**src/fsuc_pkg.sv**
```systemverilog
`default_nettype none
package fsuc_pkg;
    // ****************************************
    // register map (byte addresses)
    // ****************************************
    localparam logic [7:0] ADDR_REGION_STS = 8'h00;
    localparam logic [7:0] ADDR_PWD_ENTRY = 8'h04;
    localparam logic [7:0] ADDR_EXTRA_STS = 8'h08;
    localparam logic [7:0] ADDR_CKS_ADDR = 8'h0C;
    localparam logic [7:0] ADDR_CKS_CTRL = 8'h10;
    localparam logic [7:0] ADDR_CKS_RESULT = 8'h14;
    localparam logic [7:0] ADDR_IRQ_STS = 8'h18;
    localparam logic [7:0] ADDR_IRQ_MASK = 8'h1C;
    localparam logic [7:0] ADDR_PWD_SET = 8'h20;
    localparam logic [7:0] ADDR_REGION_CFG = 8'h24;
    // ****************************************
    // fields
    // ****************************************
    localparam int ES_LSB = 22;
    localparam int ISS_LSB = 11;
    localparam int ISS_W = 11;
    localparam int SS_W = 11;
    localparam int ES_W = 10;
    localparam logic [9:0] ES_RESET = 10'h3FF;
    localparam logic [10:0] ISS_RESET = 11'h7FF;
    localparam logic [10:0] SS_RESET = 11'h7FF;
    localparam logic [9:0] LAST_SECTOR_32K = 10'h01F;
    localparam logic [9:0] LAST_SECTOR_64K = 10'h03F;
    localparam int ERR_BIT = 0;
    localparam int OK_BIT = 1;
    localparam int ULK_BIT = 2;
    localparam int GO_BIT = 16;
    localparam int CNT_W = 16;
    localparam logic [31:0] WORD_ONES = 32'hFFFFFFFF;
    localparam logic [31:0] WORD_ZERO = 32'h00000000;
    localparam logic [31:0] RESULT_RESET = 32'h00000000;
    localparam logic [31:0] PWD_RESET = 32'h00000000;
    localparam logic [31:0] CRC_POLY = 32'h04C11DB7;
    localparam logic [31:0] CRC_INIT = 32'hFFFFFFFF;
    // 1 KB sectors of 32-bit words
    localparam logic [31:0] SECTOR_BYTES = 32'h00000400;
    localparam int WORDS_W = 8;
    localparam logic [7:0] WORDS_LAST = 8'hFF;
    localparam logic [31:0] WORD_BYTES = 32'h00000004;
    localparam int IRQ_W = 3;
    localparam int IRQ_OK = 0;
    localparam int IRQ_ERR = 1;
    localparam int IRQ_DONE = 2;
    localparam logic [1:0] RESP_OKAY = 2'b00;
    localparam logic [1:0] RESP_SLVERR = 2'b10;
    typedef enum logic [2:0]
    {
        FSUC_IDLE = 3'b001,
        FSUC_REQ = 3'b010,
        FSUC_WAIT = 3'b100
    } fsuc_state_e;
endpackage
`default_nettype wire

```
**src/fsuc_top.sv**
```systemverilog
// Function
// - end sector field bits 31:22, resets ones
// - exec-only start field 21:11, ones means none
// - first sector field 10:0, resets ones
// - sector 31 ends 32K, 63 ends 64K
// - password entry compared against stored password
// - entry outcome shown in status bits 0,1
// - unlocked flag bit 2 allows setting password and region registers
// - match sets password accepted flag
// - mismatch sets error unless all ones written
// - after error, entries ignored until reset
// - checksum start address write-only, reads zero
// - go bit 16 launches, clears itself
// - 16-bit sector count spans checksum
// - checksum result read-only, resets zero
// - new password only when unlocked, not 0/ones
`timescale 1ns/10ps
`default_nettype none
module fsuc_top
    import fsuc_pkg::*;
(
    input wire logic aclk,
    input wire logic aresetn,
    input wire logic clk_en,
    input wire logic [7:0] s_axi_awaddr,
    input wire logic s_axi_awvalid,
    output logic s_axi_awready,
    input wire logic [31:0] s_axi_wdata,
    input wire logic [3:0] s_axi_wstrb,
    input wire logic s_axi_wvalid,
    output logic s_axi_wready,
    output logic [1:0] s_axi_bresp,
    output logic s_axi_bvalid,
    input wire logic s_axi_bready,
    input wire logic [7:0] s_axi_araddr,
    input wire logic s_axi_arvalid,
    output logic s_axi_arready,
    output logic [31:0] s_axi_rdata,
    output logic [1:0] s_axi_rresp,
    output logic s_axi_rvalid,
    input wire logic s_axi_rready,
    output logic [31:0] flash_addr,
    output logic flash_rd,
    input wire logic flash_ack,
    input wire logic [31:0] flash_rdata,
    output logic checksum_busy,
    output logic irq
);
    import fsuc_pkg::*;

    // ****************************************
    // write channel capture
    // ****************************************
    logic aw_hold_q;
    logic w_hold_q;
    logic [7:0] aw_addr_q;
    logic [31:0] w_data_q;
    logic [3:0] w_strb_q;
    logic wr_fire;
    logic wr_known;

    assign s_axi_awready = !aw_hold_q && !s_axi_bvalid;
    assign s_axi_wready = !w_hold_q && !s_axi_bvalid;
    assign wr_fire = aw_hold_q && w_hold_q && !s_axi_bvalid;

    always_ff @(posedge aclk)
    begin
        if (!aresetn)
        begin
            aw_hold_q <= 1'b0;
            w_hold_q <= 1'b0;
            aw_addr_q <= 8'h00;
            w_data_q <= 32'h00000000;
            w_strb_q <= 4'h0;
            s_axi_bvalid <= 1'b0;
            s_axi_bresp <= RESP_OKAY;
        end
        else if (clk_en)
        begin
            if (s_axi_awvalid && s_axi_awready)
            begin
                aw_hold_q <= 1'b1;
                aw_addr_q <= s_axi_awaddr;
            end
            if (s_axi_wvalid && s_axi_wready)
            begin
                w_hold_q <= 1'b1;
                w_data_q <= s_axi_wdata;
                w_strb_q <= s_axi_wstrb;
            end
            if (wr_fire)
            begin
                aw_hold_q <= 1'b0;
                w_hold_q <= 1'b0;
                s_axi_bvalid <= 1'b1;
                s_axi_bresp <= wr_known ? RESP_OKAY : RESP_SLVERR;
            end
            else if (s_axi_bvalid && s_axi_bready)
            begin
                s_axi_bvalid <= 1'b0;
            end
        end
    end

    always_comb
    begin
        case (aw_addr_q)
            ADDR_PWD_ENTRY, ADDR_CKS_ADDR, ADDR_CKS_CTRL, ADDR_IRQ_MASK,
            ADDR_PWD_SET, ADDR_REGION_CFG:
                wr_known = 1'b1;
            default:
                wr_known = 1'b0;
        endcase
    end

    // full-word writes only: partial strobes would corrupt keys
    logic wr_full;
    assign wr_full = (w_strb_q == 4'hF);

    // ****************************************
    // protected region and password
    // ****************************************
    logic [ES_W-1:0] end_sector_q;
    logic [ISS_W-1:0] exec_first_q;
    logic [SS_W-1:0] first_sector_q;
    logic [31:0] stored_pwd_q;
    logic pwd_ok_q;
    logic pwd_err_q;
    logic unlocked_q;
    logic pwd_write;
    logic pwd_match;
    logic pwd_mismatch;

    assign pwd_write = wr_fire && wr_full && (aw_addr_q == ADDR_PWD_ENTRY);
    // error locks further entries out until reset
    assign pwd_match = pwd_write && !pwd_err_q && (w_data_q == stored_pwd_q);
    assign pwd_mismatch = pwd_write && !pwd_err_q && (w_data_q != stored_pwd_q)
        && (w_data_q != WORD_ONES);

    always_ff @(posedge aclk)
    begin
        if (!aresetn)
        begin
            pwd_ok_q <= 1'b0;
            pwd_err_q <= 1'b0;
            unlocked_q <= 1'b0;
        end
        else if (clk_en)
        begin
            if (pwd_match)
            begin
                pwd_ok_q <= 1'b1;
                unlocked_q <= 1'b1;
            end
            if (pwd_mismatch)
            begin
                pwd_err_q <= 1'b1;
            end
        end
    end

    // stored password survives only reset to zero: no nonvolatile store here
    always_ff @(posedge aclk)
    begin
        if (!aresetn)
        begin
            stored_pwd_q <= PWD_RESET;
        end
        else if (clk_en && wr_fire && wr_full && (aw_addr_q == ADDR_PWD_SET) && unlocked_q
            && (w_data_q != WORD_ONES) && (w_data_q != WORD_ZERO))
        begin
            stored_pwd_q <= w_data_q;
        end
    end

    // range fields load only while unlocked, and only within the 64K part
    logic [ES_W-1:0] cfg_es;
    logic [ISS_W-1:0] cfg_iss;
    logic [SS_W-1:0] cfg_ss;
    logic cfg_valid;
    assign cfg_es = w_data_q[31:ES_LSB];
    assign cfg_iss = w_data_q[ES_LSB-1:ISS_LSB];
    assign cfg_ss = w_data_q[ISS_LSB-1:0];
    assign cfg_valid = (cfg_es <= LAST_SECTOR_64K)
        && (cfg_ss <= {1'b0, LAST_SECTOR_64K})
        && ((cfg_iss <= {1'b0, LAST_SECTOR_64K}) || (cfg_iss == ISS_RESET));

    always_ff @(posedge aclk)
    begin
        if (!aresetn)
        begin
            end_sector_q <= ES_RESET;
            exec_first_q <= ISS_RESET;
            first_sector_q <= SS_RESET;
        end
        else if (clk_en && wr_fire && wr_full && (aw_addr_q == ADDR_REGION_CFG) && unlocked_q
            && cfg_valid)
        begin
            end_sector_q <= cfg_es;
            exec_first_q <= cfg_iss;
            first_sector_q <= cfg_ss;
        end
    end

    // ****************************************
    // checksum engine
    // ****************************************
    fsuc_state_e state_q;
    logic [31:0] cks_addr_q;
    logic [31:0] walk_addr_q;
    logic [CNT_W-1:0] sectors_left_q;
    logic [WORDS_W-1:0] word_idx_q;
    logic [31:0] crc_q;
    logic [31:0] result_q;
    logic done_pulse;
    logic go_write;
    logic [31:0] crc_next;

    assign go_write = wr_fire && wr_full && (aw_addr_q == ADDR_CKS_CTRL)
        && w_data_q[GO_BIT];

    always_comb
    begin
        crc_next = crc_q ^ flash_rdata;
        for (int i = 0; i < 32; i++)
        begin
            crc_next = crc_next[31] ? ((crc_next << 1) ^ CRC_POLY) : (crc_next << 1);
        end
    end

    always_ff @(posedge aclk)
    begin
        if (!aresetn)
        begin
            cks_addr_q <= 32'h00000000;
        end
        else if (clk_en && wr_fire && wr_full && (aw_addr_q == ADDR_CKS_ADDR))
        begin
            cks_addr_q <= w_data_q;
        end
    end

    always_ff @(posedge aclk)
    begin
        if (!aresetn)
        begin
            state_q <= FSUC_IDLE;
            walk_addr_q <= 32'h00000000;
            sectors_left_q <= '0;
            word_idx_q <= '0;
            crc_q <= CRC_INIT;
            result_q <= RESULT_RESET;
            done_pulse <= 1'b0;
        end
        else if (clk_en)
        begin
            done_pulse <= 1'b0;
            case (state_q)
                FSUC_IDLE:
                begin
                    // go is a pulse, never stored: it reads back as zero
                    if (go_write)
                    begin
                        sectors_left_q <= w_data_q[CNT_W-1:0];
                        walk_addr_q <= cks_addr_q;
                        word_idx_q <= '0;
                        crc_q <= CRC_INIT;
                        if (w_data_q[CNT_W-1:0] == '0)
                        begin
                            result_q <= CRC_INIT;
                            done_pulse <= 1'b1;
                        end
                        else
                        begin
                            state_q <= FSUC_REQ;
                        end
                    end
                end
                FSUC_REQ:
                begin
                    state_q <= FSUC_WAIT;
                end
                FSUC_WAIT:
                begin
                    if (flash_ack)
                    begin
                        crc_q <= crc_next;
                        walk_addr_q <= walk_addr_q + WORD_BYTES;
                        word_idx_q <= word_idx_q + 8'h01;
                        if (word_idx_q == WORDS_LAST)
                        begin
                            sectors_left_q <= sectors_left_q - 16'h0001;
                            if (sectors_left_q == 16'h0001)
                            begin
                                result_q <= crc_next;
                                done_pulse <= 1'b1;
                                state_q <= FSUC_IDLE;
                            end
                            else
                            begin
                                state_q <= FSUC_REQ;
                            end
                        end
                        else
                        begin
                            state_q <= FSUC_REQ;
                        end
                    end
                end
                default:
                begin
                    state_q <= FSUC_IDLE;
                end
            endcase
        end
    end

    assign flash_addr = walk_addr_q;
    assign flash_rd = (state_q == FSUC_REQ);
    assign checksum_busy = (state_q != FSUC_IDLE);

    // ****************************************
    // interrupts and read channel
    // ****************************************
    logic [IRQ_W-1:0] irq_sts_q;
    logic [IRQ_W-1:0] irq_mask_q;
    logic [IRQ_W-1:0] irq_set;
    logic irq_clear;
    logic [31:0] rd_word;
    logic rd_known;

    assign irq_set = {done_pulse, pwd_mismatch, pwd_match};
    assign irq_clear = s_axi_arvalid && s_axi_arready && (s_axi_araddr == ADDR_IRQ_STS);

    always_ff @(posedge aclk)
    begin
        if (!aresetn)
        begin
            irq_sts_q <= '0;
            irq_mask_q <= '0;
        end
        else if (clk_en)
        begin
            // a new event in the clearing cycle survives the read
            irq_sts_q <= (irq_clear ? '0 : irq_sts_q) | irq_set;
            if (wr_fire && wr_full && (aw_addr_q == ADDR_IRQ_MASK))
            begin
                irq_mask_q <= w_data_q[IRQ_W-1:0];
            end
        end
    end

    assign irq = |(irq_sts_q & irq_mask_q);

    always_comb
    begin
        rd_word = 32'h00000000;
        rd_known = 1'b1;
        case (s_axi_araddr)
            ADDR_REGION_STS:
                rd_word = {end_sector_q, exec_first_q, first_sector_q};
            ADDR_EXTRA_STS:
            begin
                rd_word[ULK_BIT] = unlocked_q;
                rd_word[OK_BIT] = pwd_ok_q;
                rd_word[ERR_BIT] = pwd_err_q;
            end
            ADDR_CKS_RESULT:
                rd_word = result_q;
            ADDR_IRQ_STS:
                rd_word[IRQ_W-1:0] = irq_sts_q;
            ADDR_IRQ_MASK:
                rd_word[IRQ_W-1:0] = irq_mask_q;
            ADDR_PWD_ENTRY, ADDR_CKS_ADDR, ADDR_CKS_CTRL, ADDR_PWD_SET, ADDR_REGION_CFG:
                rd_word = 32'h00000000;
            default:
                rd_known = 1'b0;
        endcase
    end

    assign s_axi_arready = !s_axi_rvalid;

    always_ff @(posedge aclk)
    begin
        if (!aresetn)
        begin
            s_axi_rvalid <= 1'b0;
            s_axi_rdata <= 32'h00000000;
            s_axi_rresp <= RESP_OKAY;
        end
        else if (clk_en)
        begin
            if (s_axi_arvalid && s_axi_arready)
            begin
                s_axi_rvalid <= 1'b1;
                s_axi_rdata <= rd_word;
                s_axi_rresp <= rd_known ? RESP_OKAY : RESP_SLVERR;
            end
            else if (s_axi_rvalid && s_axi_rready)
            begin
                s_axi_rvalid <= 1'b0;
            end
        end
    end
endmodule
`default_nettype wire
```
**config.mk**
```make
export PLATFORM = sky130hd
export DESIGN_NAME = fsuc_top
export DESIGN_NICKNAME = d
export VERILOG_FILES = /design/src/fsuc_pkg.sv /design/src/fsuc_top.sv
export SDC_FILE = /design/constraint.sdc
export NUM_CORES = 1
export LEC_CHECK = 0
export BUFFER_PORTS_ARGS = -buffer_cell sky130_fd_sc_hd__buf_2
export CAP_MARGIN = 20
export CORE_ASPECT_RATIO = 1.75
export CORE_MARGIN = 2
export CORE_UTILIZATION = 55
export DETAILED_ROUTE_END_ITERATION = 8
export GPL_TIMING_DRIVEN = 1
export PLACE_DENSITY_LB_ADDON = 0.05
export SLEW_MARGIN = 15
export SYNTH_ARGS = -nofsm -noshare
export SYNTH_HDL_FRONTEND = slang
export SYNTH_SLANG_ARGS = --single-unit
```
**constraint.sdc**
```tcl
create_clock -name aclk -period 4.9 [get_ports aclk]
set_input_delay 0.735 -clock aclk [delete_from_list [all_inputs] [get_ports aclk]]
set_output_delay 0.735 -clock aclk [all_outputs]
set_load 0.05 [all_outputs]
```
# Yosys cells after proc, flatten, opt, wreduce, memory -nomap -nowiden
# Cells that the tools add are included.
# Widths: inputs -> output; s select.
dict set report word_totals {
  register_bits 312
  latch_bits 0
  ram_bits 0
  romBits 0
  in_bits 93
  word_cells 240
  mem_count 0
}
dict set report op_classes {
  addsub 3
  multipliers 0
  div_mod_pow 0
  magnitude_cmp 3
  n_eq_ne 32
  shifts 0
  muxes 78
  bitwise 35
  reduce_logical 63
}
# operator count
set ops {}
lappend ops {{$mux 27} 32}
lappend ops {{$not 14->14} 32}
lappend ops {{$mux 32} 9}
lappend ops {{$pmux 32 s2} 3}
lappend ops {{$pmux 29 s2} 1}
lappend ops {{$eq 8x5->1 const B} 6}
lappend ops {{$mux 16} 3}
lappend ops {{$add 32x3->32 const B} 1}
lappend ops {{$eq 32x32->1} 1}
lappend ops {{$eq 8x6->1 const B} 4}
lappend ops {{$ne 32x32->1} 1}
lappend ops {{$ne 32x32->1 const B} 1}
lappend ops {{$pmux 16 s2} 1}
lappend ops {{$reduce_bool 32->1} 1}
lappend ops {{$xor 32x32->32} 1}
lappend ops {{$logic_and 1x1->1} 31}
lappend ops {{$eq 8x4->1 const B} 3}
lappend ops {{$le 11x6->1 const B} 2}
lappend ops {{$reduce_and 2->1} 11}
lappend ops {{$eq 16x1->1 const B} 1}
lappend ops {{$eq 8x3->1 const B} 2}
lappend ops {{$logic_not 16->1} 1}
lappend ops {{$mux 8} 2}
lappend ops {{$pmux 8 s2} 1}
lappend ops {{29 further kinds} 63}

# Depth between registers and ports, before layout
dict set report logic_depth {
  word_depth 69
  ltp_mapped 12
  ltp_nobuf 10
}

# Least setup slack after synthesis
# OpenSTA, ideal clock, no wires.
dict set report synth_timing {
  kind {input to register}
  startpoint {in flash_rdata[30]}
  endpoint {reg crc_q[12]}
  setup_ps 70
  arrival_time_ps 4061
  required_time_ps 4830
  setup_slack_ps 769
  cell_stages 9
  cell_sequence {xnor2_2 -> xnor3_2 -> xnor2_4 -> xnor2_4 -> xnor3_2 -> xnor2_2 -> xnor3_2 -> xnor3_1 -> a21oi_1}
}
dict set report synth_via {
  elab_chain_cells 41
  elab_cells_between_ends 63
}
# element line
set synth_rtl {}
lappend synth_rtl {{start, declared} fsuc_top.sv:45} ;# input wire logic [31:0] flash_rdata,
lappend synth_rtl {{$xor 32x32->32 (*)} fsuc_top.sv:224} ;# crc_next = crc_q ^ flash_rdata;
lappend synth_rtl {{$mux 27 (*)} fsuc_top.sv:227} ;# crc_next = crc_next[31] ? ((crc_next << 1) ^ CRC_POLY) : (crc_next << 1);
lappend synth_rtl {{$not 14->14 (no line)} n/a}
lappend synth_rtl {{$mux 27} fsuc_top.sv:227}
lappend synth_rtl {{$not 14->14 (no line) / $mux 27 (equally long branches)} n/a}
lappend synth_rtl {{$mux 27 / $not 14->14 (equally long branches)} n/a}
lappend synth_rtl {{$mux 27} fsuc_top.sv:227}
lappend synth_rtl {{$mux 27 / $not 14->14 (equally long branches)} n/a}
lappend synth_rtl {{[... 25 more ...]} n/a}
lappend synth_rtl {{$not 14->14 (no line) / $mux 27 (equally long branches)} n/a}
lappend synth_rtl {{$mux 27} fsuc_top.sv:227}
lappend synth_rtl {{$not 14->14 (no line)} n/a}
lappend synth_rtl {{$mux 27} fsuc_top.sv:227}
lappend synth_rtl {{$not 14->14 (no line)} n/a}
lappend synth_rtl {{$mux 27 (*)} fsuc_top.sv:227}
lappend synth_rtl {{$mux 32 (*)} fsuc_top.sv:285} ;# if (flash_ack)
lappend synth_rtl {{$pmux 32 s2 (*)} fsuc_top.sv:258} ;# case (state_q)
lappend synth_rtl {{end signal, assigned} fsuc_top.sv:287} ;# crc_q <= crc_next;
lappend synth_rtl {{end, declared} fsuc_top.sv:213} ;# logic [31:0] crc_q;
# Every way passes the cells marked *; elsewhere a longest branch is shown, timed or not. The select of a mux whose other input is x is not followed.
# A chain may end at the register's enable or synchronous reset.

# Worst setup path in the final report
dict set report layout_timing {
  startpoint {reg crc_q[29]}
  endpoint {reg crc_q[12]}
}
dict set report layout_via {
  elab_chain_cells 39
  elab_cells_between_ends 61
}
# element line
set layout_rtl {}
lappend layout_rtl {{$xor 32x32->32 (*)} fsuc_top.sv:224}
lappend layout_rtl {{$mux 27 (*)} fsuc_top.sv:227}
lappend layout_rtl {{$not 14->14 (no line) / $mux 27 (equally long branches)} n/a}
lappend layout_rtl {{$mux 27 / $not 14->14 (equally long branches) (3 in series)} n/a}
lappend layout_rtl {{$mux 27} fsuc_top.sv:227}
lappend layout_rtl {{$not 14->14 (no line) / $mux 27 (equally long branches)} n/a}
lappend layout_rtl {{$mux 27 / $not 14->14 (equally long branches) (3 in series)} n/a}
lappend layout_rtl {{$mux 27} fsuc_top.sv:227}
lappend layout_rtl {{[... 19 more ...]} n/a}
lappend layout_rtl {{$not 14->14 (no line) / $mux 27 (equally long branches)} n/a}
lappend layout_rtl {{$mux 27 / $not 14->14 (equally long branches)} n/a}
lappend layout_rtl {{$not 14->14 (no line) / $mux 27 (equally long branches)} n/a}
lappend layout_rtl {{$mux 27} fsuc_top.sv:227}
lappend layout_rtl {{$not 14->14 (no line)} n/a}
lappend layout_rtl {{$mux 27 (*)} fsuc_top.sv:227}
lappend layout_rtl {{$mux 32 (*)} fsuc_top.sv:285}
lappend layout_rtl {{$pmux 32 s2 (*)} fsuc_top.sv:258}
# Marked as above.

==> flow_summary.yaml <==
critical_path:
  r2r-end: "crc_q[12]"
  cp_slowest_stage_delay_ps: 780
  cp.required_ps: 5410
  path_cells: "xor2_4, xnor3_2, xnor2_2, xnor2_1, xnor2_2, xnor3_1, xnor3_2, xnor3_1, a21oi_1"
  regToRegSetupSlack_ps: 760
  cp-end-kind: "register"
  cp_max_fo: 8
  cp-start-kind: "register"
  path_class: "reg2reg"
  reg2regPathDepth: 9
  cp_slowest_cell: "xnor3_1"
  r2r_start: "crc_q[29]"
  arrival_ps: 4650
power_and_ir_drop:
  power_frac_clock_pct: 16.0
  p_int_uw: 9090
  switching_share_pct: 39.4
  peakVddDrop_mv: 0.975
  p_comb_share_pct: 66.5
  switching_power_uw: 5910
  powerDensity_nw_per_um2: 802
  seqPwrFrac_pct: 17.4
  p_leak_uw: 0.00812
route:
  vias_per_cell: 5.83
  drt_iter0_drc: 955
  drt_wl_total_um: 50600
  dr.pass1.iters: 5
  vias: 13807
  antenna_left: 0
  wl_per_cell_um: 21.3
  drc: 0
sta:
  finalCriticalPeriod_ps: 4140
  max_freq_mhz: 242
  finalWorstSetupSlack_ps: 760
  setup_viol: 0
  skew_ps: 25.2
  setup_tns_ps: 0
  rsz0062_at_grt: "false"
  hold_viol: 0
  tightest_slew_ps: 1040
  maxSlewViolCount: 0
  layout_worst_path_cycle_share_pct: 84.5
  maxSlewHeadroom_pct: 30.9
synthesis:
  synth_area_leaders: "dfxtp_1 38%, xnor2_1 8.8%, xnor3_1 7.3%, nor2_1 5.7%, nand2_1 5.3%"
  synth.most_common_cell: "dfxtp_1"
  synthTopCellsByCount: "310 x dfxtp_1, 247 x nor2_1, 230 x nand2_1, 165 x xnor2_1, 152 x a21oi_1"
  ys.flop_type: "dfxtp_1"
  ys_seq_area_share_pct: 37.8
  yosysWarningCount: 0
  synth_cell_type_count: 65
  syn-instance-count: 1843
  synth_top_cell_area_share_pct: 37.8
  synth_enable_flop_cells: 0
  synth_area_um2: 16400
  synth_top_area_cell: "dfxtp_1"
  avgSynthCellArea_um2: 8.90
  ys_async_sr_fraction_pct: 0
  synth_seq_cells: 310
floorplanning:
  io_pins: 169
  fp.dieH_um: 232
  die_area_um2: 31300
  row_count: 83
  initial_utilization_pct: 55.8
  core_um2: 29400
  die_w_um: 135
hold_path:
  min-delay-start: "s_axi_wdata[30]"
  hold_class: "in2reg"
  worstHoldEndpoint: "w_data_q[30]"
  hold_depth: 3
cells_and_area:
  antennaDiodeCount: 0
  drive_gt1_share_pct: 16.0
  post_layout_nonfiller_instances: 2370
  final_nets: 2065
  area_growth_pct: 14.0
  num-fill-cells: 2570
clock_tree:
  cts_tree: "done"
  postCtsResizedCells: 0
  cts.path.max_buffers: 3
  clockRootBuffer: "clkbuf_16"
  cts.sink_count: 310
  hold_buffers: 0
  cts_htree_levels: 1
  cts_made_buffers: 29
  clkLatencyLatePin_ps: 580
  cts_setup_buffers: 0
  clk_pin_slew_ps: 70
placement:
  dp_cells: 2317
  place_congestion: 0.956
  dp_hpwl_um: 37900
  dp_slack_ps: 435
  port_buffers: 166
global_route:
  grt_max_degree: 129
  grt_pass1_vias: 13257
  grt_pass1_wl_um: 76300
  grt-ovfl-total: 0
  grt_use_total_pct: 31.9
  antenna_found_initial: 0
run_status:
  status: "completed"
run:
  maxCapViolCount: 0
[power by group through the flow]
stage,registers (µW),clock network (µW),logic (µW)
CTS,2610,2450,9960
global placement,2670,0,9840
floorplan,2690,0,7540
global route,2610,2530,10500
finish,2610,2410,9980
detailed placement,2670,0,9920
[sequential cells by signal, indices dropped and copies added (netlist names), 3 cells and up]
| signal | flops |
|---|---|
| cks_addr_q | 32 |
| crc_q | 32 |
| flash_addr | 32 |
| result_q | 32 |
| s_axi_rdata | 32 |
| stored_pwd_q | 32 |
| w_data_q | 32 |
| sectors_left_q | 16 |
| exec_first_q | 11 |
| first_sector_q | 11 |
| end_sector_q | 10 |
| aw_addr_q | 8 |
| word_idx_q | 8 |
| w_strb_q | 4 |
| irq_mask_q | 3 |
| irq_sts_q | 3 |
| state_q | 3 |
[how the worst max path moves through the flow]
stage | start | to | slack (ps)
3_3_place_gp | flash_rdata[27] | result_q[19] | 500
6_report | crc_q[29] | crc_q[12] | 760
4_1_cts | crc_q[29] | crc_q[12] | 770
2_1_floorplan | flash_rdata[30] | crc_q[12] | 770
5_1_grt | crc_q[29] | crc_q[12] | 600
3_5_place_dp | flash_rdata[20] | crc_q[12] | 430
[cells in the final DEF, fill, tap and decap left out, types with 16 or more instances in the layout]
| master | instances |
|---|---|
| dfxtp_1 | 310 |
| a221oi_1 | 30 |
| o21ai_0 | 77 |
| a211oi_1 | 19 |
| clkbuf_16 | 29 |
| xnor3_1 | 53 |
| xor2_1 | 41 |
| buf_4 | 49 |
| xnor2_1 | 165 |
| inv_1 | 16 |
| nand2_1 | 230 |
| a21oi_1 | 151 |
| nor3_1 | 48 |
| mux2i_1 | 71 |
| nand3_1 | 53 |
| buf_2 | 166 |
| nor4_1 | 16 |
| nor2_1 | 245 |
| nand4_1 | 24 |
[cell type report]
cell class	count	area [µm²]	share of cell area, %
Inverter	17	68.8	0.368
Clock buffer	34	795	4.25
Timing Repair Buffer	218	1240	6.65
Multi-Input combinational cell	1392	9680	51.8
Tap cell	382	478	2.56
Sequential cell	310	6210	33.2
Clock inverter	17	225	1.20
[through the flow]
| step | power [µW] | util, % | area, µm² | hold WS, ps |
|---|---|---|---|---|
| floorplan | 10200 | - | 16400 | 422 |
| global placement | 12500 | 60.0 | 17600 | 429 |
| detailed placement | 12600 | 60.0 | 17600 | 434 |
| CTS | 15000 | 63.5 | 18700 | 372 |
| global route | 15700 | 63.6 | 18700 | 390 |
| finish | 15000 | 63.6 | 18700 | 390 |
[kinds of logic (layout without fill, tap and decap cells)]
logic type / after synthesis / in the layout / share of synthesized area (%)
compound gates: 351 / 351 / 13.1
fa+ha+maj: 4 / 4 / 0.305
buf+inv: 142 / 286 / 3.34
simple gates: 665 / 665 / 17.5
mux: 71 / 71 / 4.33
xor+xnor: 299 / 299 / 23.6
other cells: 1 / 2 / 0.0229
flops: 310 / 310 / 37.8
[worst max-delay path: cells and delay by family (launching register included)]
kind            cells  cell delay (ps)
compound gates      1              150
flops               1              510
xor+xnor            8             3410
[per-layer routing]
metal / wire (µm) / global-route usage [%] / share of wire (%) / vias up
met5: 0 / 0 / 0 / -
met4: 3690 / 21.3 / 7.3 / 0
met3: 1980 / 3.12 / 3.9 / 170
met2: 27200 / 60.2 / 54 / 444
met1: 17700 / 32.9 / 35 / 6600
li1: - / - / - / 6593
Power figures use the tool's default switching activity.
